==> src/core/rdcs_pkg.sv <==
`default_nettype none
package rdcs_pkg;

  // ==========================================================================
  // Register map (byte addresses)
  localparam logic [3:0]  RDCS_CFG_OFF    = 4'h0;
  localparam logic [3:0]  RDCS_CTRL_OFF   = 4'h4;
  localparam logic [3:0]  RDCS_STAT_OFF   = 4'h8;
  localparam logic [3:0]  RDCS_CAUSE_OFF  = 4'hC;

  // ==========================================================================
  // Field positions
  localparam int          CFG_SWITCH_BIT  = 0;
  localparam int          CFG_POWER_UP_TIMER_BIT    = 1;
  localparam int          CFG_TWOSPD_BIT  = 2;
  localparam int          CFG_INIT_LSB    = 4;
  localparam int          CTRL_CUR_LSB    = 0;
  localparam int          STAT_REL_BIT    = 0;
  localparam int          STAT_CLKOK_BIT  = 1;
  localparam int          STAT_RUN_BIT    = 2;
  localparam int          STAT_CFM_BIT    = 3;
  localparam int          STAT_CUR_LSB    = 4;
  localparam int          CAUSE_POR_BIT   = 0;
  localparam int          CAUSE_BOR_BIT   = 1;
  localparam int          CAUSE_EXT_BIT   = 2;
  localparam int          CAUSE_WDT_BIT   = 3;
  localparam int          CAUSE_SWR_BIT   = 4;

  // ==========================================================================
  // Values after reset, and AXI response codes
  localparam logic [7:0]  CFG_RESET       = 8'h02;
  localparam logic [2:0]  CUR_RESET       = 3'h0;
  localparam logic [1:0]  RESP_OKAY       = 2'h0;
  localparam logic [1:0]  RESP_SLVERR     = 2'h2;

  // ==========================================================================
  // Timing
  localparam int          CLK_PERIOD_NS      = 10;
  localparam int          POWER_UP_DELAY_MS  = 64;
  localparam int          POWER_ON_DELAY_US  = 10;
  localparam int          CFM_DELAY_US       = 2;
  localparam int          POWER_UP_DELAY_CYC =
    (POWER_UP_DELAY_MS * 1000000 + CLK_PERIOD_NS - 1) / CLK_PERIOD_NS;
  localparam int          POWER_ON_DELAY_CYC =
    (POWER_ON_DELAY_US * 1000 + CLK_PERIOD_NS - 1) / CLK_PERIOD_NS;
  localparam int          CFM_DELAY_CYC      =
    (CFM_DELAY_US * 1000 + CLK_PERIOD_NS - 1) / CLK_PERIOD_NS;
  localparam logic [9:0]  OST_LAST        = 10'h3FF;

  // ==========================================================================
  // Types
  typedef enum logic [2:0] {
    OSC_FRC, OSC_FRCPLL, OSC_EC, OSC_ECPLL,
    OSC_XT, OSC_XTPLL, OSC_SOSC, OSC_LOW_POWER_RC_OSCILLATOR
  } rdcs_osc_e;

  typedef enum logic [1:0] {ST_HOLD, ST_DELAY, ST_RUN} rdcs_state_e;

endpackage
`default_nettype wire

==> src/core/rdcs_top.sv <==
`timescale 1ns/100ps
`default_nettype none
module rdcs_top
  import rdcs_pkg::*;
#(
  parameter int unsigned POWER_UP_TIMER_CYC = POWER_UP_DELAY_CYC,
  parameter int unsigned POR_CYC  = POWER_ON_DELAY_CYC,
  parameter int unsigned CFM_CYC  = CFM_DELAY_CYC
) (
  input  wire logic        sys_clk,
  input  wire logic        rst,
  input  wire logic [3:0]  s_axi_awaddr,
  input  wire logic        s_axi_awvalid,
  output logic             s_axi_awready,
  input  wire logic [31:0] s_axi_wdata,
  input  wire logic [3:0]  s_axi_wstrb,
  input  wire logic        s_axi_wvalid,
  output logic             s_axi_wready,
  output logic [1:0]       s_axi_bresp,
  output logic             s_axi_bvalid,
  input  wire logic        s_axi_bready,
  input  wire logic [3:0]  s_axi_araddr,
  input  wire logic        s_axi_arvalid,
  output logic             s_axi_arready,
  output logic [31:0]      s_axi_rdata,
  output logic [1:0]       s_axi_rresp,
  output logic             s_axi_rvalid,
  input  wire logic        s_axi_rready,
  input  wire logic        power_on_reset,
  input  wire logic        brownout_reset,
  input  wire logic        external_clear_pin_n,
  input  wire logic        watchdog_timeout_reset,
  input  wire logic        software_reset_instr,
  input  wire logic        osc_period_tick,
  input  wire logic        frc_ready,
  input  wire logic        low_power_rc_oscillator_ready,
  input  wire logic        pll_lock,
  output logic             system_reset_release,
  output logic             sys_clk_gate,
  output logic             cpu_run,
  output logic             clock_fail_monitor_en,
  output logic [2:0]       active_osc_select
);

  localparam int DLY_W = 24;

  // Waits for a source: {frc, low_power_rc_oscillator, ost, pll}
  function automatic logic [3:0] rdcs_needs(input logic [2:0] sel,
                                            input logic       two_spd);
    rdcs_osc_e s;
    s = rdcs_osc_e'(sel);
    if (two_spd) begin
      rdcs_needs = 4'h8;
    end else begin
      rdcs_needs = {s == OSC_FRC || s == OSC_FRCPLL,
                    s == OSC_LOW_POWER_RC_OSCILLATOR,
                    s == OSC_XT || s == OSC_XTPLL || s == OSC_SOSC,
                    s == OSC_FRCPLL || s == OSC_ECPLL || s == OSC_XTPLL};
    end
  endfunction

  // ==========================================================================
  // Registers and state
  logic [7:0]       cfg;
  logic [2:0]       cur_osc;
  logic [4:0]       cause;
  rdcs_state_e      state;
  logic [DLY_W-1:0] delay_cnt;
  logic             hold_por;
  logic             hold_bor;
  logic [2:0]       wait_sel;
  logic             ts_lat;
  logic [9:0]       ost_cnt;
  logic             ost_done;
  logic             pll_done;
  logic [DLY_W-1:0] cfm_cnt;
  logic             aw_full;
  logic [3:0]       aw_addr;
  logic             w_full;
  logic [7:0]       w_byte;
  logic             w_lane0;

  // ==========================================================================
  // Decode
  wire [4:0] src_now    = {software_reset_instr, watchdog_timeout_reset,
                           !external_clear_pin_n, brownout_reset,
                           power_on_reset};
  wire       any_src    = |src_now;
  wire       hold_exit  = (state == ST_HOLD) && !any_src;
  wire       switch_en  = cfg[CFG_SWITCH_BIT];
  wire       power_up_timer_en    = cfg[CFG_POWER_UP_TIMER_BIT];
  wire [2:0] init_sel   = cfg[CFG_INIT_LSB +: 3];
  wire       cold       = hold_por || hold_bor;
  wire [2:0] chosen     = (!switch_en || cold) ? init_sel : cur_osc;
  wire [DLY_W-1:0] power_up_timer_d = power_up_timer_en ? DLY_W'(POWER_UP_TIMER_CYC) : '0;
  wire [DLY_W-1:0] load_d = hold_por ? DLY_W'(POR_CYC) + power_up_timer_d :
                            hold_bor ? power_up_timer_d : '0;
  wire [3:0] needs      = rdcs_needs(wait_sel, ts_lat);
  wire       osc_ok     = (!needs[3] || frc_ready) &&
                          (!needs[2] || low_power_rc_oscillator_ready) &&
                          (!needs[1] || ost_done);
  wire       pll_ok     = !needs[0] || pll_done;
  wire       clk_ok     = (state != ST_HOLD) && osc_ok && pll_ok;
  wire       do_write   = aw_full && w_full && !s_axi_bvalid;
  wire       wr_ok      = aw_addr != RDCS_STAT_OFF;
  wire       ar_take    = s_axi_arvalid && s_axi_arready;
  wire       rd_ok      = 1'b1;
  wire [31:0] stat_word = {25'h0, cur_osc, clock_fail_monitor_en, cpu_run,
                           clk_ok, system_reset_release};
  wire [31:0] rd_mux    =
    (s_axi_araddr == RDCS_CFG_OFF)   ? {24'h0, cfg}    :
    (s_axi_araddr == RDCS_CTRL_OFF)  ? {29'h0, cur_osc} :
    (s_axi_araddr == RDCS_STAT_OFF)  ? stat_word       :
    (s_axi_araddr == RDCS_CAUSE_OFF) ? {27'h0, cause}  : 32'h0;
  wire       rd_map     = (s_axi_araddr[1:0] == 2'h0) && rd_ok;
  wire       wr_map     = aw_addr[1:0] == 2'h0;
  wire       wr_en      = do_write && w_lane0 && wr_map && wr_ok;
  wire [4:0] cause_clr  = (wr_en && aw_addr == RDCS_CAUSE_OFF) ?
                          w_byte[4:0] : 5'h0;

  assign s_axi_awready = !aw_full && !s_axi_bvalid;
  assign s_axi_wready  = !w_full && !s_axi_bvalid;
  assign s_axi_arready = !s_axi_rvalid;

  // ==========================================================================
  // AXI4-Lite slave
  always_ff @(posedge sys_clk) begin
    if (rst) begin
      aw_full <= 1'b0;
      w_full  <= 1'b0;
      aw_addr <= 4'h0;
      w_byte  <= 8'h00;
      w_lane0 <= 1'b0;
    end else begin
      if (s_axi_awvalid && s_axi_awready) begin
        aw_full <= 1'b1;
        aw_addr <= s_axi_awaddr;
      end else if (do_write) begin
        aw_full <= 1'b0;
      end
      if (s_axi_wvalid && s_axi_wready) begin
        w_full  <= 1'b1;
        w_byte  <= s_axi_wdata[7:0];
        w_lane0 <= s_axi_wstrb[0];
      end else if (do_write) begin
        w_full <= 1'b0;
      end
    end
  end

  always_ff @(posedge sys_clk) begin
    if (rst) begin
      s_axi_bvalid <= 1'b0;
      s_axi_bresp  <= RESP_OKAY;
      s_axi_rvalid <= 1'b0;
      s_axi_rresp  <= RESP_OKAY;
      s_axi_rdata  <= 32'h0;
    end else begin
      if (do_write) begin
        s_axi_bvalid <= 1'b1;
        s_axi_bresp  <= (wr_map && wr_ok) ? RESP_OKAY : RESP_SLVERR;
      end else if (s_axi_bready) begin
        s_axi_bvalid <= 1'b0;
      end
      if (ar_take) begin
        s_axi_rvalid <= 1'b1;
        s_axi_rdata  <= rd_map ? rd_mux : 32'h0;
        s_axi_rresp  <= rd_map ? RESP_OKAY : RESP_SLVERR;
      end else if (s_axi_rready) begin
        s_axi_rvalid <= 1'b0;
      end
    end
  end

  // ==========================================================================
  // Software registers
  always_ff @(posedge sys_clk) begin
    if (rst) begin
      cfg     <= CFG_RESET;
      cur_osc <= CUR_RESET;
      cause   <= 5'h01;
    end else begin
      if (wr_en && aw_addr == RDCS_CFG_OFF) begin
        cfg <= w_byte;
      end
      if (hold_exit) begin
        cur_osc <= chosen;
      end else if (wr_en && aw_addr == RDCS_CTRL_OFF && switch_en) begin
        cur_osc <= w_byte[CTRL_CUR_LSB +: 3];
      end
      cause <= (cause & ~cause_clr) | src_now;
    end
  end

  // ==========================================================================
  // Reset sequencer
  always_ff @(posedge sys_clk) begin
    if (rst) begin
      state                <= ST_HOLD;
      hold_por             <= 1'b1;
      hold_bor             <= 1'b0;
      delay_cnt            <= '0;
      wait_sel             <= CUR_RESET;
      ts_lat               <= 1'b0;
      system_reset_release <= 1'b0;
    end else if (any_src) begin
      state                <= ST_HOLD;
      hold_por             <= (state == ST_HOLD && hold_por) || power_on_reset;
      hold_bor             <= (state == ST_HOLD && hold_bor) || brownout_reset;
      system_reset_release <= 1'b0;
    end else begin
      unique case (state)
        ST_HOLD: begin
          state     <= ST_DELAY;
          delay_cnt <= load_d;
          wait_sel  <= chosen;
          ts_lat    <= cfg[CFG_TWOSPD_BIT];
        end
        ST_DELAY: begin
          if (delay_cnt == '0) begin
            state                <= ST_RUN;
            system_reset_release <= 1'b1;
          end else begin
            delay_cnt <= delay_cnt - 1'b1;
          end
        end
        ST_RUN: begin
          hold_por <= 1'b0;
          hold_bor <= 1'b0;
        end
      endcase
    end
  end

  // ==========================================================================
  // Oscillator waits, in parallel with the delay
  // waits run alongside
  always_ff @(posedge sys_clk) begin
    if (rst || state == ST_HOLD) begin
      ost_cnt  <= 10'h0;
      ost_done <= 1'b0;
      pll_done <= 1'b0;
    end else begin
      if (needs[1] && osc_period_tick && !ost_done) begin
        ost_cnt  <= ost_cnt + 10'h1;
        ost_done <= ost_cnt == OST_LAST;
      end
      // lock sampled only once start-up is over
      if (osc_ok && pll_lock) begin
        pll_done <= 1'b1;
      end
    end
  end

  // ==========================================================================
  // Outputs
  always_ff @(posedge sys_clk) begin
    if (rst) begin
      sys_clk_gate          <= 1'b0;
      cpu_run               <= 1'b0;
      cfm_cnt               <= '0;
      clock_fail_monitor_en <= 1'b0;
    end else begin
      sys_clk_gate <= clk_ok && !any_src;
      cpu_run      <= clk_ok && system_reset_release && !any_src;
      if (!system_reset_release || any_src) begin
        cfm_cnt               <= '0;
        clock_fail_monitor_en <= 1'b0;
      end else if (cfm_cnt == DLY_W'(CFM_CYC)) begin
        clock_fail_monitor_en <= 1'b1;
      end else begin
        cfm_cnt <= cfm_cnt + 1'b1;
      end
    end
  end

  assign active_osc_select = cur_osc;

  // ==========================================================================
  // Assertions
  property p_hold_blocks;
    @(posedge sys_clk) disable iff (rst) any_src |=> !system_reset_release;
  endproperty
  a_hold_blocks: assert property (p_hold_blocks)
    else $error("reset released while a source was active");

  property p_rel_cause;
    @(posedge sys_clk) disable iff (rst) $rose(system_reset_release) |->
      $past(state) == ST_DELAY && $past(delay_cnt) == '0;
  endproperty
  a_rel_cause: assert property (p_rel_cause)
    else $error("release without expired delay");

  property p_warm_zero;
    @(posedge sys_clk) disable iff (rst)
      hold_exit && !hold_por && !hold_bor ##1 !any_src [*2]
      |-> system_reset_release;
  endproperty
  a_warm_zero: assert property (p_warm_zero)
    else $error("warm reset not released in two cycles");

  property p_bor_power_up_timer;
    @(posedge sys_clk) disable iff (rst)
      hold_exit && hold_bor && !hold_por |=> delay_cnt == $past(power_up_timer_d);
  endproperty
  a_bor_power_up_timer: assert property (p_bor_power_up_timer)
    else $error("brown-out delay differs from power-up delay");

  property p_sel_fixed;
    @(posedge sys_clk) disable iff (rst)
      hold_exit && !switch_en |=> cur_osc == $past(init_sel);
  endproperty
  a_sel_fixed: assert property (p_sel_fixed)
    else $error("source not from configuration");

  property p_sel_keep;
    @(posedge sys_clk) disable iff (rst)
      hold_exit && switch_en && !cold |=> cur_osc == $past(cur_osc);
  endproperty
  a_sel_keep: assert property (p_sel_keep)
    else $error("warm reset changed current source");

  property p_run_needs;
    @(posedge sys_clk) disable iff (rst)
      cpu_run |-> system_reset_release && $past(clk_ok);
  endproperty
  a_run_needs: assert property (p_run_needs)
    else $error("execution before waits complete");

  property p_gate;
    @(posedge sys_clk) disable iff (rst) sys_clk_gate |-> $past(clk_ok);
  endproperty
  a_gate: assert property (p_gate)
    else $error("clock passed before ready");

  property p_ost;
    @(posedge sys_clk) disable iff (rst) $rose(ost_done) |->
      $past(ost_cnt) == OST_LAST && $past(osc_period_tick);
  endproperty
  a_ost: assert property (p_ost)
    else $error("start-up timer ended early");

  property p_pll_after;
    @(posedge sys_clk) disable iff (rst) $rose(pll_done) |-> $past(osc_ok);
  endproperty
  a_pll_after: assert property (p_pll_after)
    else $error("lock taken before start-up");

  property p_cfm_late;
    @(posedge sys_clk) disable iff (rst)
      $rose(system_reset_release) |-> !clock_fail_monitor_en [*2];
  endproperty
  a_cfm_late: assert property (p_cfm_late)
    else $error("monitor started with release");

  property p_two_speed;
    @(posedge sys_clk) disable iff (rst)
      state == ST_DELAY && ts_lat && frc_ready |-> clk_ok;
  endproperty
  a_two_speed: assert property (p_two_speed)
    else $error("two-speed start waited beyond fast RC");

  c_cold_run: cover property (@(posedge sys_clk) disable iff (rst)
    hold_exit && hold_por ##[1:1000] cpu_run);
  c_warm_run: cover property (@(posedge sys_clk) disable iff (rst)
    hold_exit && !cold ##[1:300] cpu_run);
  c_parallel: cover property (@(posedge sys_clk) disable iff (rst)
    state == ST_DELAY && clk_ok);
  c_monitor: cover property (@(posedge sys_clk) disable iff (rst)
    $rose(clock_fail_monitor_en));

endmodule // rdcs_top
`default_nettype wire

==> config.mk <==
export PLATFORM = sky130hd
export DESIGN_NAME = rdcs_top
export DESIGN_NICKNAME = d
export VERILOG_FILES = /design/src/core/rdcs_pkg.sv /design/src/core/rdcs_top.sv
export SDC_FILE = /design/constraint.sdc
export NUM_CORES = 1
export LEC_CHECK = 0
export ABC_AREA = 1
export ABC_CLOCK_PERIOD_IN_PS = 4950
export BUFFER_PORTS_ARGS = -buffer_cell sky130_fd_sc_hd__buf_2
export CAP_MARGIN = 15
export CORE_MARGIN = 2
export CORE_UTILIZATION = 35
export DETAILED_ROUTE_END_ITERATION = 8
export GPL_TIMING_DRIVEN = 0
export HOLD_SLACK_MARGIN = 0.08
export SYNTH_ARGS = -nofsm -noshare
export SYNTH_HDL_FRONTEND = slang
export SYNTH_SLANG_ARGS = --single-unit
==> constraint.sdc <==
create_clock -name sys_clk -period 4.95 [get_ports sys_clk]
set_input_delay 0.2475 -clock sys_clk [delete_from_list [all_inputs] [get_ports sys_clk]]
set_output_delay 0.2475 -clock sys_clk [all_outputs]
set_load 0.01 [all_outputs]
Word level (Yosys, flattened, before mapping)
Cells that the tools add are included.
{"block": "word_totals", "output_inout_bits": 48, "regBits": 141, "word_cells": 160, "input_bits": 60}
{"block": "op_classes", "reduce_logical": 78, "addsub": 4, "bitwise": 4, "n_mux": 29, "eq_ne": 18}
{"operator": "$mux 24", "count": 2}
{"operator": "$pmux 24 s2", "count": 1}
{"operator": "$mux 23", "count": 2}
{"operator": "$logic_and 1x1->1", "count": 28}
{"operator": "$add 10x23->24 const A", "count": 1}
{"operator": "$add 24x1->24 const B", "count": 1}
{"operator": "$eq 24x8->1 const B", "count": 1}
{"operator": "$logic_not 24->1", "count": 1}
{"operator": "$sub 24x1->24 const B", "count": 1}
{"operator": "$mux 8", "count": 2}
{"operator": "$reduce_bool 2->1", "count": 8}
{"operator": "$logic_or 1x1->1", "count": 15}
{"operator": "$mux 7", "count": 2}
{"operator": "$logic_not 1->1", "count": 13}
{"operator": "$eq 3x3->1 const B", "count": 4}
{"operator": "$eq 4x4->1 const B", "count": 3}
{"operator": "$add 10x1->10 const B", "count": 1}
{"operator": "$eq 10x10->1 const B", "count": 1}
{"operator": "$mux 1", "count": 10}
{"operator": "$mux 5", "count": 2}
{"operator": "$mux 3", "count": 3}
{"operator": "$eq 4x3->1 const B", "count": 2}
{"operator": "$logic_not 4->1", "count": 2}
{"operator": "$logic_not 2->1", "count": 3}
{"operator": "other kinds (19)", "count": 24}

Logic depth before layout (Yosys ltp)
Gate-level depths: netlist (run 1).
{"block": "depth", "word_depth": 14, "depth_mapped": 14, "ltp_nobuf": 13}

Least setup slack after synthesis (run 1)
No wires, ideal clock.
{"block": "synth_timing", "kind": "reg-to-reg", "start": "reg delay_cnt[0]", "end": "reg delay_cnt[16]", "path_buffers": 1, "arrival_ns": 1.559, "path_stages_with_launch": 13, "path_slack_ns": 3.274, "setup_time_ns": 0.117, "required_ns": 4.833, "period_less_slack_ns": 1.676, "path_cell_list": "dfxtp_1 > inv_1 > ha_1 > inv_1 > nor2_8 > nand2_4 > nor2_8 > nand3_4 > nand2_4 > inv_2 > buf_6 > o21ai_0 > nor2_1"}
{"block": "synth_via", "elab_chain_cells": 3, "word_cells_on_any_way": 6, "cone_classes": "add/sub: 1; eq/ne: 1; mux: 2; reduce/logical: 2"}
{"element": "start: declaration", "line": "rdcs_top.sv:68", "text": "logic [DLY_W-1:0] delay_cnt;"}
{"element": "start signal: assignment", "line": "rdcs_top.sv:215", "text": "delay_cnt <= load_d;"}
{"element": "start signal: assignment", "line": "rdcs_top.sv:224", "text": "delay_cnt <= delay_cnt - 1'b1;"}
{"element": "$sub 24x1->24 or $logic_not 24->1 (tied branches)", "line": "rdcs_top.sv:224, rdcs_top.sv:220"}
{"element": "$mux 24 or $ne 2x2->1 (tied branches)"}
{"element": "$pmux 24 s2 or $reduce_and 3->1 (tied branches)"}
Several ways; a longest one is shown, not always the timed one. The select of a mux whose other input is x is not followed.
A chain may end at the register's enable or synchronous reset.

Worst setup path in the final report (run 1)
{"block": "layout_timing", "start": "reg delay_cnt[0]", "end": "reg delay_cnt[15]"}
The elaborated chain is that of the path after synthesis.

==> impl_results.md, run 1 <==
* Status: finished, final reports clean
* Slew Limit Fails at 0
* Final Cell Area at 0.006934 mm2
* HP Class: in -> reg
* Worst skew pair latency at 420 ps
* Post-route ant nets at 0
* First-pass GRT wire length at 23560 um
* Post-synth EDFFs at 0
* Post-route setup TNS at 0 ps
* Top-count cell post-synth: nand2_1
* CTS tree: done
* Period utilization at 40.43%
* Crit Path Category: reg -> reg
* Slew @ Worst Pin at 604.7 ps
* CTS max path bufs at 2
* Async SR Flop Fraction at 0%
* Routed wire per std cell at 12.51 um
* Metal2 WL at 6383 um
* Switching Fraction at 23.09%
* Leak at 3.008 nW
* Dpl hpwl at 10500 um
* Share of cells above drive strength 1 at 15.86%
* Unrepaired setup endpoints after global routing: false
* Crit-path max FO at 10
* Final setup vio count at 0
* Max_slew headroom at 59.69%
* Post-synthesis sequential area ratio at 40.99%
* I/O pins at 108
* DIE HEIGHT at 130.7 um
* Root Buffer: clkbuf_16
* Psw at 0.5632 mW
* Core Area at 0.01577 mm2
* Die footprint at 0.01708 mm2
* Hold Slack at 89.28 ps
* Synth Instances at 797
* Worst Path Required at 5240 ps
* Vias in the first global route at 4911
* Placed cell areas at 0.006251 mm2
* Setup crit end kind: flop
* ANT cells at 0
* Via Count at 5252
* Yosys top cell area share at 40.99%
* Combinational share of power at 7.9%
* Total track usage at 17.66%
* Crit path launch: delay_cnt[0]
* Initial antenna violation count at 0
* Clock-pin slew on the worst setup and hold paths at 60 ps
* Grt ovf at 0
* Post-synth top cells: 129 x nand2_1, 115 x dfxtp_1, 107 x inv_1
* 1st-pass router iterations at 5
* Vias per cell at 4.648
* Yosys reg bits at 115
* Nets at 965
* Die Width at 130.7 um
* Setup Fix Bufs, Post-CTS at 0
* Area growth syn-to-layout at 23.46%
* IO Port Bufs at 54
* Min-Delay Startpoint: s_axi_wdata[6]
* Cts bufs inserted at 17
* DRT Wirelength at 14140 um
* Starting Density at 35.62%
* Main area contributors after synthesis: dfxtp_1 41%, nand2_1 8.6%, a21oi_1 7.5%
* Reg2reg start: delay_cnt[0]
* Setup crit start kind: flop
* Distinct cells, synth at 44
* Initial DRC count at 311
* H-tree depth at 4
* Reg power frac at 39.6%
* Ys Warns at 0
* FMAX at 0.4997 GHz
* Metal-1 WL at 6922 um
* Hold Fails Final Rpt at 0
* PD cells at 351.8 mW/mm2
* RePlAce Congestion at 0.8510
* Clock sinks at 115
* Final worst path period need at 2001 ps
* DR WL met3 at 630 um
* Worst IR Drop VDD at 0.0002789 V
* Worst path arrival time at 2300 ps
* DR top layer: met4
* Drt drc at 0
* Pint at 1.876 mW
* Syn Std Cell Area at 0.005617 mm2
* Syn Area/Cell at 7.047 um2
* Clock Skews at 6.391 ps
* Row cnt at 46
* Total power at 2.440 mW
* Clk pwr share at 52.5%
* Max-cap violations at 0
* Largest net degree at the start of global routing at 17
* Ys flop type: dfxtp_1
* Cell accounting for the most synthesized area: dfxtp_1
[final timing paths]
check                                      to  slack [ps]  cells past startpoint
worst max-delay path            delay_cnt[15]        2950                     12
worst min-delay path                w_byte[6]          90                      3
worst max register to register  delay_cnt[15]        2950                     12
worst min register to register         cfg[7]         450                      2
[cell type report]
type / instances / area (um2)
repair buffers: 60 / 330.3
well taps: 216 / 270.3
fillers: 1672 / 8836
multi-input cells: 554 / 2713
clock buffers: 23 / 498.0
flip-flops and latches: 115 / 2302
clock inverters: 9 / 125.1
inverters: 112 / 420.4
plain buffers: 41 / 275.3
[cells in the final DEF, fill, tap and decap left out, types with 4 or more instances in the layout]
cell type      count
nand3_1           37
conb_1            26
nor2_1           102
inv_1            107
nor4_1             8
nand4_1           16
a21oi_1           84
clkinv_2           4
clkbuf_1          10
o21ai_0           75
inv_2              4
dfxtp_1          115
nor3_1            12
nor2_2            11
o211ai_1           4
xor2_1             7
clkbuf_8           5
clkbuf_16         17
dlygate4sd3_1      6
ha_1               4
buf_2             55
o21ai_1            6
nand2_1          129
buf_4             26
[per-layer routing]
layer | vias to the layer above | global-route usage [%]
li1 | 2776 | -
met2 | 101 | 27.88
met3 | 19 | 4.682
met4 | 0 | 6.508
met1 | 2356 | 23.29
met5 | - | 0
[power groups by stage]
stage	combinational (mW)	sequential (mW)	clock [mW]
after global routing	0.221	0.968	1.35
after global placement	0.187	0.984	0
after floorplan	0.135	0.982	0
final	0.193	0.965	1.28
after CTS	0.193	0.965	1.31
after detailed placement	0.188	0.984	0
[kinds of logic after synthesis]
kind of cell	synth area share [%]
adder cells (fa/ha/maj)	0.8911
buffers and inverters	12.39
flip-flops	40.99
XOR/XNOR	1.559
other	0.06677
AO/OA/AOI/OAI	17.04
AND/OR/NAND/NOR	27.07
[timing repair]
action	in CTS	in global routing
gates resized for setup	0	0
endpoints found under the hold margin	7	0
hold buffers	6	0
[critical path, cell delays in order, from the launching register on]
cell     delay [ps]
dfxtp_1         300
inv_1            80
ha_1            240
inv_1           150
nor2_8          170
nand2_4          90
nor2_8          120
nand3_4         140
nand2_4         150
inv_2            60
buf_6           140
o21ai_0         150
a21oi_1          60
[flip-flops by register name, indices dropped and copies added, names as in the netlist, 2 cells and up]
register	count
active_osc_select	3
aw_addr	4
cause	5
cfg	8
cfm_cnt	24
delay_cnt	24
ost_cnt	10
s_axi_rdata	8
state	2
w_byte	8
wait_sel	3
[metrics by stage]
step           instances  worst slack (ps)  util (%)
2_1_floorplan        822              3274         -
3_3_place_gp        1092              2967     39.64
3_5_place_dp        1092              2952     39.64
4_1_cts             1130              2945     43.97
5_1_grt             1130              2750     43.97
6_report            1130              2949     43.97
Power figures use the tool's default switching activity.
==> inputs of run 2 (changes only) <==
--- a/config.mk
+++ b/config.mk
@@ -5,8 +5,8 @@
 export SDC_FILE = /design/constraint.sdc
 export NUM_CORES = 1
 export LEC_CHECK = 0
-export ABC_AREA = 1
-export ABC_CLOCK_PERIOD_IN_PS = 4950
+export ABC_AREA = 0
+export ABC_CLOCK_PERIOD_IN_PS = 1600
 export BUFFER_PORTS_ARGS = -buffer_cell sky130_fd_sc_hd__buf_2
 export CAP_MARGIN = 15
 export CORE_MARGIN = 2
==> constraint.sdc (replaced) <==
create_clock -name sys_clk -period 1.6 [get_ports sys_clk]
set_input_delay 0.08 -clock sys_clk [delete_from_list [all_inputs] [get_ports sys_clk]]
set_output_delay 0.08 -clock sys_clk [all_outputs]
set_load 0.01 [all_outputs]
==> run 2 against run 1 <==
Effect of this change: the run now ends with setup timing left; combinational power grew to 3.4 times the previous value; sequential share of layout area shrank 2.8 points; first-iteration DRC count shrank 3.9%; worst hold slack lost 18 ps; global-route usage grew 0.96 points; cell area grew 11%; cell count shrank 11%; largest cell class unchanged.
==> impl_results.md, run 2 <==
* Status: finished with violations
* Failing checks: setup timing
* Root Buffer: clkbuf_16
* Worst Path Required at 1950 ps (-3290 ps)
* First-pass GRT wire length at 24140 um (+2.5%)
* Leak at 3.090 nW (+2.7%)
* Via Count at 5120 (-2.5%)
* Final setup vio count at 31 (+31)
* Final Cell Area at 0.007697 mm2 (+11%)
* FMAX at 0.4784 GHz (-4.3%)
* Post-synth top cells: 115 x dfxtp_1, 79 x nor2_1, 64 x a21oi_1
* Share of cells above drive strength 1 at 30.00% (+14 points)
* Yosys reg bits at 115 (unchanged)
* Row cnt at 45 (-2.2%)
* Commonest non-fill, non-tap cells in the layout: 96 x dfxtp_1, 77 x nor2_1, 60 x nand2_1
* Cell accounting for the most synthesized area: dfxtp_1
* Setup crit end kind: flop
* Max-cap violations at 0 (unchanged)
* Initial DRC count at 299 (-3.9%)
* DP Worst Slack at -784.1 ps (-3736 ps)
* # fillers at 1436 (-14%)
* Top-count cell post-synth: dfxtp_1
* Worst IR Drop VDD at 0.0008281 V (+200%)
* Post-synth EDFFs at 0 (unchanged)
* Slew @ Worst Pin at 634.3 ps (+29.60 ps)
* Slowest CP cell: or4_1
* Clock sinks at 115 (unchanged)
* Distinct cells, synth at 66 (+50%)
* Largest net degree at the start of global routing at 17 (unchanged)
* R2R Setup Slk at -490 ps (-3440 ps)
* CTS tree: done
* Starting Density at 35.77% (+0.15 points)
* Post-synthesis sequential area ratio at 42.49% (+1.5 points)
* Worst path arrival time at 2440 ps (+140 ps)
* Worst skew pair latency at 420 ps (about the same)
* DIE HEIGHT at 128.4 um (-1.7%)
* HP Class: in -> reg
* 1st-pass router iterations at 6 (+1)
* Setup crit start kind: flop
* Async SR Flop Fraction at 0% (unchanged)
* Biggest regs: cfm_cnt x24, delay_cnt x24, ost_cnt x10
* Reg power frac at 39.0% (-0.6 points)
* Drt drc at 0 (unchanged)
* Unrepaired setup endpoints after global routing: true
* CTS max path bufs at 2 (unchanged)
* Main area contributors after synthesis: dfxtp_1 42%, a21oi_1 5.9%, nor2_1 5.5%
* Crit-path max FO at 3 (-7)
* Critical Path Max Stage Delay at 470 ps (+170 ps)
* Vias in the first global route at 4863 (-0.98%)
* Grt ovf at 0 (unchanged)
* Period utilization at 130.7% (+90 points)
* Dpl hpwl at 9535 um (-9.2%)
* Initial antenna violation count at 0 (unchanged)
* Clock-pin slew on the worst setup and hold paths at 60 ps (about the same)
* I/O pins at 108 (unchanged)
* Crit Path Category: reg -> reg
* Pint at 5.830 mW (+210%)
* Placed cell areas at 0.006102 mm2 (-2.4%)
* Core Area at 0.01515 mm2 (-4.0%)
* Hold Slack at 71.41 ps (-17.87 ps)
* Post-route ant nets at 0 (unchanged)
* Cts bufs inserted at 17 (unchanged)
* Psw at 1.811 mW (+220%)
* Syn Area/Cell at 8.322 um2 (+18%)
* Vias per cell at 5.079 (+9.3%)
* Most common cell after layout, fill and taps aside: dfxtp_1
* Combinational share of power at 8.6% (+0.7 points)
* PD cells at 992.7 mW/mm2 (+180%)
* Ys flop type: dfxtp_1
* Die footprint at 0.01649 mm2 (-3.4%)
* Synth Instances at 651 (-18%)
* Slew Limit Fails at 0 (unchanged)
* Yosys top cell area share at 42.49% (+1.5 points)
* DRT Wirelength at 14880 um (+5.3%)
* RePlAce Congestion at 0.8235 (-3.2%)
* Syn Std Cell Area at 0.005418 mm2 (-3.5%)
* Max_slew headroom at 57.71% (-2.0 points)
* H-tree depth at 4 (unchanged)
* Routed wire per std cell at 14.76 um (+18%)
* Clk pwr share at 52.4% (about the same)
* Area growth syn-to-layout at 42.08%
* ANT cells at 0 (unchanged)
* PnR worst setup slack at -490.4 ps (-3439 ps)
* Total track usage at 18.62% (+0.96 points)
* CP Cell Sequence: inv_2 > ha_4 > nor3b_4 > and4_4 > a211o_4 > buf_4 > or4_1 > a21oi_1
* IO Port Bufs at 54 (unchanged)
* Die Width at 128.4 um (-1.7%)
* Switching Fraction at 23.70% (+0.62 points)
* Final worst path period need at 2090 ps (+89.07 ps)
* Ys Warns at 0 (unchanged)
* Nets at 871 (-9.7%)
* Hold Fails Final Rpt at 0 (unchanged)
* Clock Skews at 15.08 ps (+8.689 ps)
-- run 2: changes by cell type in the layout (fill, tap and decap cells not counted), moves of 23 or more --
cell / before / now
a21oi_1: 84 / 57
o21ai_0: 75 / 17
inv_1: 107 / 20
nand2_1: 129 / 60
mux2i_1: 0 / 23
nor2_1: 102 / 77
buf_4: 26 / 51
-- run 2: logic make-up after synthesis --
family,share of synthesized area [%]
AOI/OAI and AO/OA,14.90
xor gates and xnor gates,4.688
adders and majority gates,0.9238
buffers and inverters,7.321
DFF,42.49
muxes,4.665
other,0.06922
and+or+nand+nor,24.94
-- run 2: path summary, 6_finish.rpt --
check,cells after the start,endpoint,startpoint
worst max register to register,8,delay_cnt[17],delay_cnt[1]
worst max-delay path,8,delay_cnt[17],delay_cnt[1]
worst min-delay path,4,pll_done,frc_ready
worst min register to register,2,w_byte[7],w_byte[7]
-- run 2: power by group through the flow --
stage	Combinational [mW]	Clock [mW]	Sequential (mW)
after floorplan	0.360	0	3.03
after detailed placement	0.514	0	3.04
final	0.661	4.00	2.98
after global placement	0.513	0	3.04
after global routing	0.722	4.18	2.99
after CTS	0.603	4.06	2.98
-- run 2: critical path, delay by kind of cell (launching register included) --
kind | cells | cell delay [ps]
AND/OR/NAND/NOR | 3 | 840
flip-flops | 1 | 360
adder cells (fa/ha/maj) | 1 | 150
AO/OA/AOI/OAI | 2 | 480
buffers and inverters | 2 | 200
-- run 2: layout make-up --
cell class | count | area, um2 | area share [%]
multi-input cells | 489 | 3209 | 41.69
inverters | 22 | 85.08 | 1.105
repair buffers | 113 | 854.6 | 11.10
clock buffers | 20 | 436.7 | 5.673
clock inverters | 12 | 178.9 | 2.324
flip-flops and latches | 115 | 2344 | 30.45
plain buffers | 49 | 354.1 | 4.600
well taps | 188 | 235.2 | 3.056
-- run 2: metal layers --
layer | vias up | share of wire [%] | GRT usage, %
li1 | 2561 | - | -
met1 | 2396 | 45 | 23.66
met2 | 143 | 48 | 30.79
met3 | 20 | 5.0 | 5.114
met4 | 0 | 1.7 | 5.947
met5 | - | 0 | 0
-- run 2: timing repair --
item / in CTS / in global routing
hold endpoints to repair: 28 / 1
gates cloned: 1 / 3
hold buffers: 25 / 1
resized for setup: 47 / 67
pin swaps: 14 / 27
setup buffers: 19 / 10
setup endpoints to repair: 58 / 75
-- run 2: through the flow --
step           power (mW)  util (%)  cells  setup TNS (ps)
6_report            7.641     50.82   1008          -11820
5_1_grt             7.893     50.82   1008          -13760
4_1_cts             7.643     48.49    995          -11450
3_5_place_dp        3.555     40.29    918          -21680
3_3_place_gp        3.554     40.29    918          -21890
2_1_floorplan       3.388         -    676           -5885
==> inputs of run 3 (changes only) <==
--- a/config.mk
+++ b/config.mk
@@ -7,11 +7,11 @@
 export LEC_CHECK = 0
 export ABC_AREA = 0
 export ABC_CLOCK_PERIOD_IN_PS = 1600
-export BUFFER_PORTS_ARGS = -buffer_cell sky130_fd_sc_hd__buf_2
 export CAP_MARGIN = 15
 export CORE_MARGIN = 2
 export CORE_UTILIZATION = 35
 export DETAILED_ROUTE_END_ITERATION = 8
+export DONT_BUFFER_PORTS = 1
 export GPL_TIMING_DRIVEN = 0
 export HOLD_SLACK_MARGIN = 0.08
 export SYNTH_ARGS = -nofsm -noshare
==> run 3 against run 2 <==
Effect of this change: the run still ends with setup timing left; maximum frequency fell by 1.2%; die area is the same; clock-buffer cell count unchanged.
==> impl_results.md, run 3 (synthesized netlist as in run 2, its figures left out) <==
* Post-route ant nets at 0 (unchanged)
* Commonest non-fill, non-tap cells in the layout: 95 x dfxtp_1, 75 x nor2_1, 68 x buf_4
* Worst Hold Path EP: hold_por
* Setup crit start kind: flop
* Final Cell Area at 0.007739 mm2 (+0.54%)
* Status: finished with violations
* Routed wire per std cell at 16.27 um (+10%)
* Worst skew pair latency at 430 ps (about the same)
* Starting Density at 35.77% (unchanged)
* Period utilization at 132.2% (+1.6 points)
* Initial DRC count at 255 (-15%)
* Reg2reg start: delay_cnt[7]
* Crit Path Category: reg -> reg
* Initial antenna violation count at 0 (unchanged)
* DR WL met3 at 1003 um (+34%)
* 1st-pass router iterations at 4 (-2)
* FMAX at 0.4727 GHz (-1.2%)
* Grt ovf at 0 (unchanged)
* Hold path depth at 3 (-1)
* Share of cells above drive strength 1 at 29.06% (-0.94 points)
* Biggest regs: cfm_cnt x24, delay_cnt x24, ost_cnt x10
* Min-Delay Startpoint: power_on_reset
* DIE HEIGHT at 128.4 um (unchanged)
* Via Count at 5183 (+1.2%)
* H-tree depth at 4 (unchanged)
* Row cnt at 45 (unchanged)
* Die footprint at 0.01649 mm2 (unchanged)
* Total power at 7.705 mW (+0.83%)
* Root Buffer: clkbuf_16
* Most common cell after layout, fill and taps aside: dfxtp_1
* Max-cap violations at 0 (unchanged)
* Leak at 3.050 nW (-1.3%)
* HP Class: in -> reg
* Nets at 839 (-3.7%)
* Max_slew headroom at 53.47% (-4.2 points)
* Slew Limit Fails at 0 (unchanged)
* Placed cell areas at 0.005832 mm2 (-4.4%)
* ANT cells at 0 (unchanged)
* PD cells at 995.6 mW/mm2 (+0.29%)
* Cts bufs inserted at 17 (unchanged)
* First-pass GRT wire length at 24290 um (+0.65%)
* Slew @ Worst Pin at 697.9 ps (+63.62 ps)
* Worst path arrival time at 2460 ps (+20 ps)
* Dpl hpwl at 9955 um (+4.4%)
* Setup crit end kind: flop
* Metal-1 WL at 6648 um (-1.4%)
* DRT Wirelength at 15880 um (+6.7%)
* R2R Setup Slk at -520 ps (-30 ps)
* Area growth syn-to-layout at 42.84%
* PnR worst setup slack at -515.6 ps (-25.16 ps)
* Core Area at 0.01515 mm2 (unchanged)
* DP Worst Slack at -806.0 ps (-21.91 ps)
* CTS tree: done
* Clock Skews at 12.03 ps (-3.053 ps)
* Failing checks: setup timing
* Crit-path max FO at 6 (+3)
* Worst Path Required at 1950 ps (about the same)
* IO Port Bufs at 0 (-100%)
* # fillers at 1365 (-4.9%)
* Final worst path period need at 2116 ps (+25.16 ps)
* Worst IR Drop VDD at 0.0006678 V (-19%)
* Hold Fails Final Rpt at 0 (unchanged)
* Clock-pin slew on the worst setup and hold paths at 50 ps (about the same)
* Vias in the first global route at 4781 (-1.7%)
* R2r endpoint: delay_cnt[10]
* Metal2 WL at 7849 um (+9.9%)
* Final setup vio count at 31 (unchanged)
* Worst R2R Path Depth at 7 (-1)
* Largest net degree at the start of global routing at 17 (unchanged)
* I/O pins at 108 (unchanged)
* RePlAce Congestion at 0.8419 (+2.2%)
* DR top layer: met4
* Unrepaired setup endpoints after global routing: true
* Drt drc at 0 (unchanged)
* Final core utilization at 51.09% (+0.27 points)
* CTS max path bufs at 2 (unchanged)
* Vias per cell at 5.310 (+4.5%)
* Clock sinks at 115 (unchanged)
* Total track usage at 18.85% (+0.23 points)
* Die Width at 128.4 um (unchanged)
[run 3: cell count changes in the layout (fill, tap and decap cells not counted), sizes merged]
cell	before	now
buf	118	87
clkbuf	38	34
dlymetal6s4s	0	4
clkinv	3	4
dlygate4sd3	26	25
inv	24	23
[run 3: worst max path at each step]
stage | start | end | slack, ps | cells after the start
floorplan | delay_cnt[0] | delay_cnt[23] | -400 | 8
global placement | delay_cnt[0] | delay_cnt[17] | -740 | 4
detailed placement | delay_cnt[0] | delay_cnt[17] | -810 | 4
CTS | delay_cnt[16] | delay_cnt[15] | -560 | 9
global route | delay_cnt[19] | delay_cnt[0] | -560 | 8
finish | delay_cnt[7] | delay_cnt[10] | -520 | 7
[run 3: what timing repair did]
item                                    4_1_cts  5_1_grt
endpoints found under the hold margin        45        0
pin swaps                                    21       35
hold buffers                                 29        0
resized for setup                            68       88
gates cloned                                  2        2
buffers inserted                             28       22
endpoints found under the setup margin       60       93
[run 3: layout make-up]
| class | count | area [um2] | area share (%) |
|---|---|---|---|
| multi-input combinational | 489 | 3269 | 42.25 |
| sequential | 115 | 2352 | 30.40 |
| timing repair buffer | 83 | 802.0 | 10.36 |
| clock buffer | 20 | 456.7 | 5.901 |
| buffer | 47 | 359.1 | 4.640 |
| tap | 188 | 235.2 | 3.040 |
| clock inverter | 12 | 178.9 | 2.312 |
| inverter | 22 | 85.08 | 1.099 |
[run 3: stage by stage]
stage | TNS, ps | std cells | hold WS (ps)
after floorplan | -5885 | 676 | 171.9
after global placement | -18640 | 864 | 176.1
after detailed placement | -20670 | 864 | 179.1
after CTS | -22360 | 955 | 121.9
after global routing | -14270 | 976 | 104.9
final | -12460 | 976 | 72.69
[run 3: power by group]
| part | internal [mW] | switching [mW] |
|---|---|---|
| clock network | 2.69 | 1.40 |
| registers | 2.91 | 0.0681 |
| logic | 0.290 | 0.345 |
[run 3: metal layers]
metal | global-route usage, % | vias up
li1 | - | 2492
met1 | 23.45 | 2495
met2 | 31.38 | 159
met3 | 4.449 | 37
met4 | 7.951 | 0
met5 | 0 | -
[run 3: worst max-delay path, cell delays in order (launching register included)]
cell     delay (ps)
dfxtp_1         470
nor4_4           80
buf_4           170
and4_4          200
a211o_4         350
buf_6           140
or4_4           480
a21oi_2         150
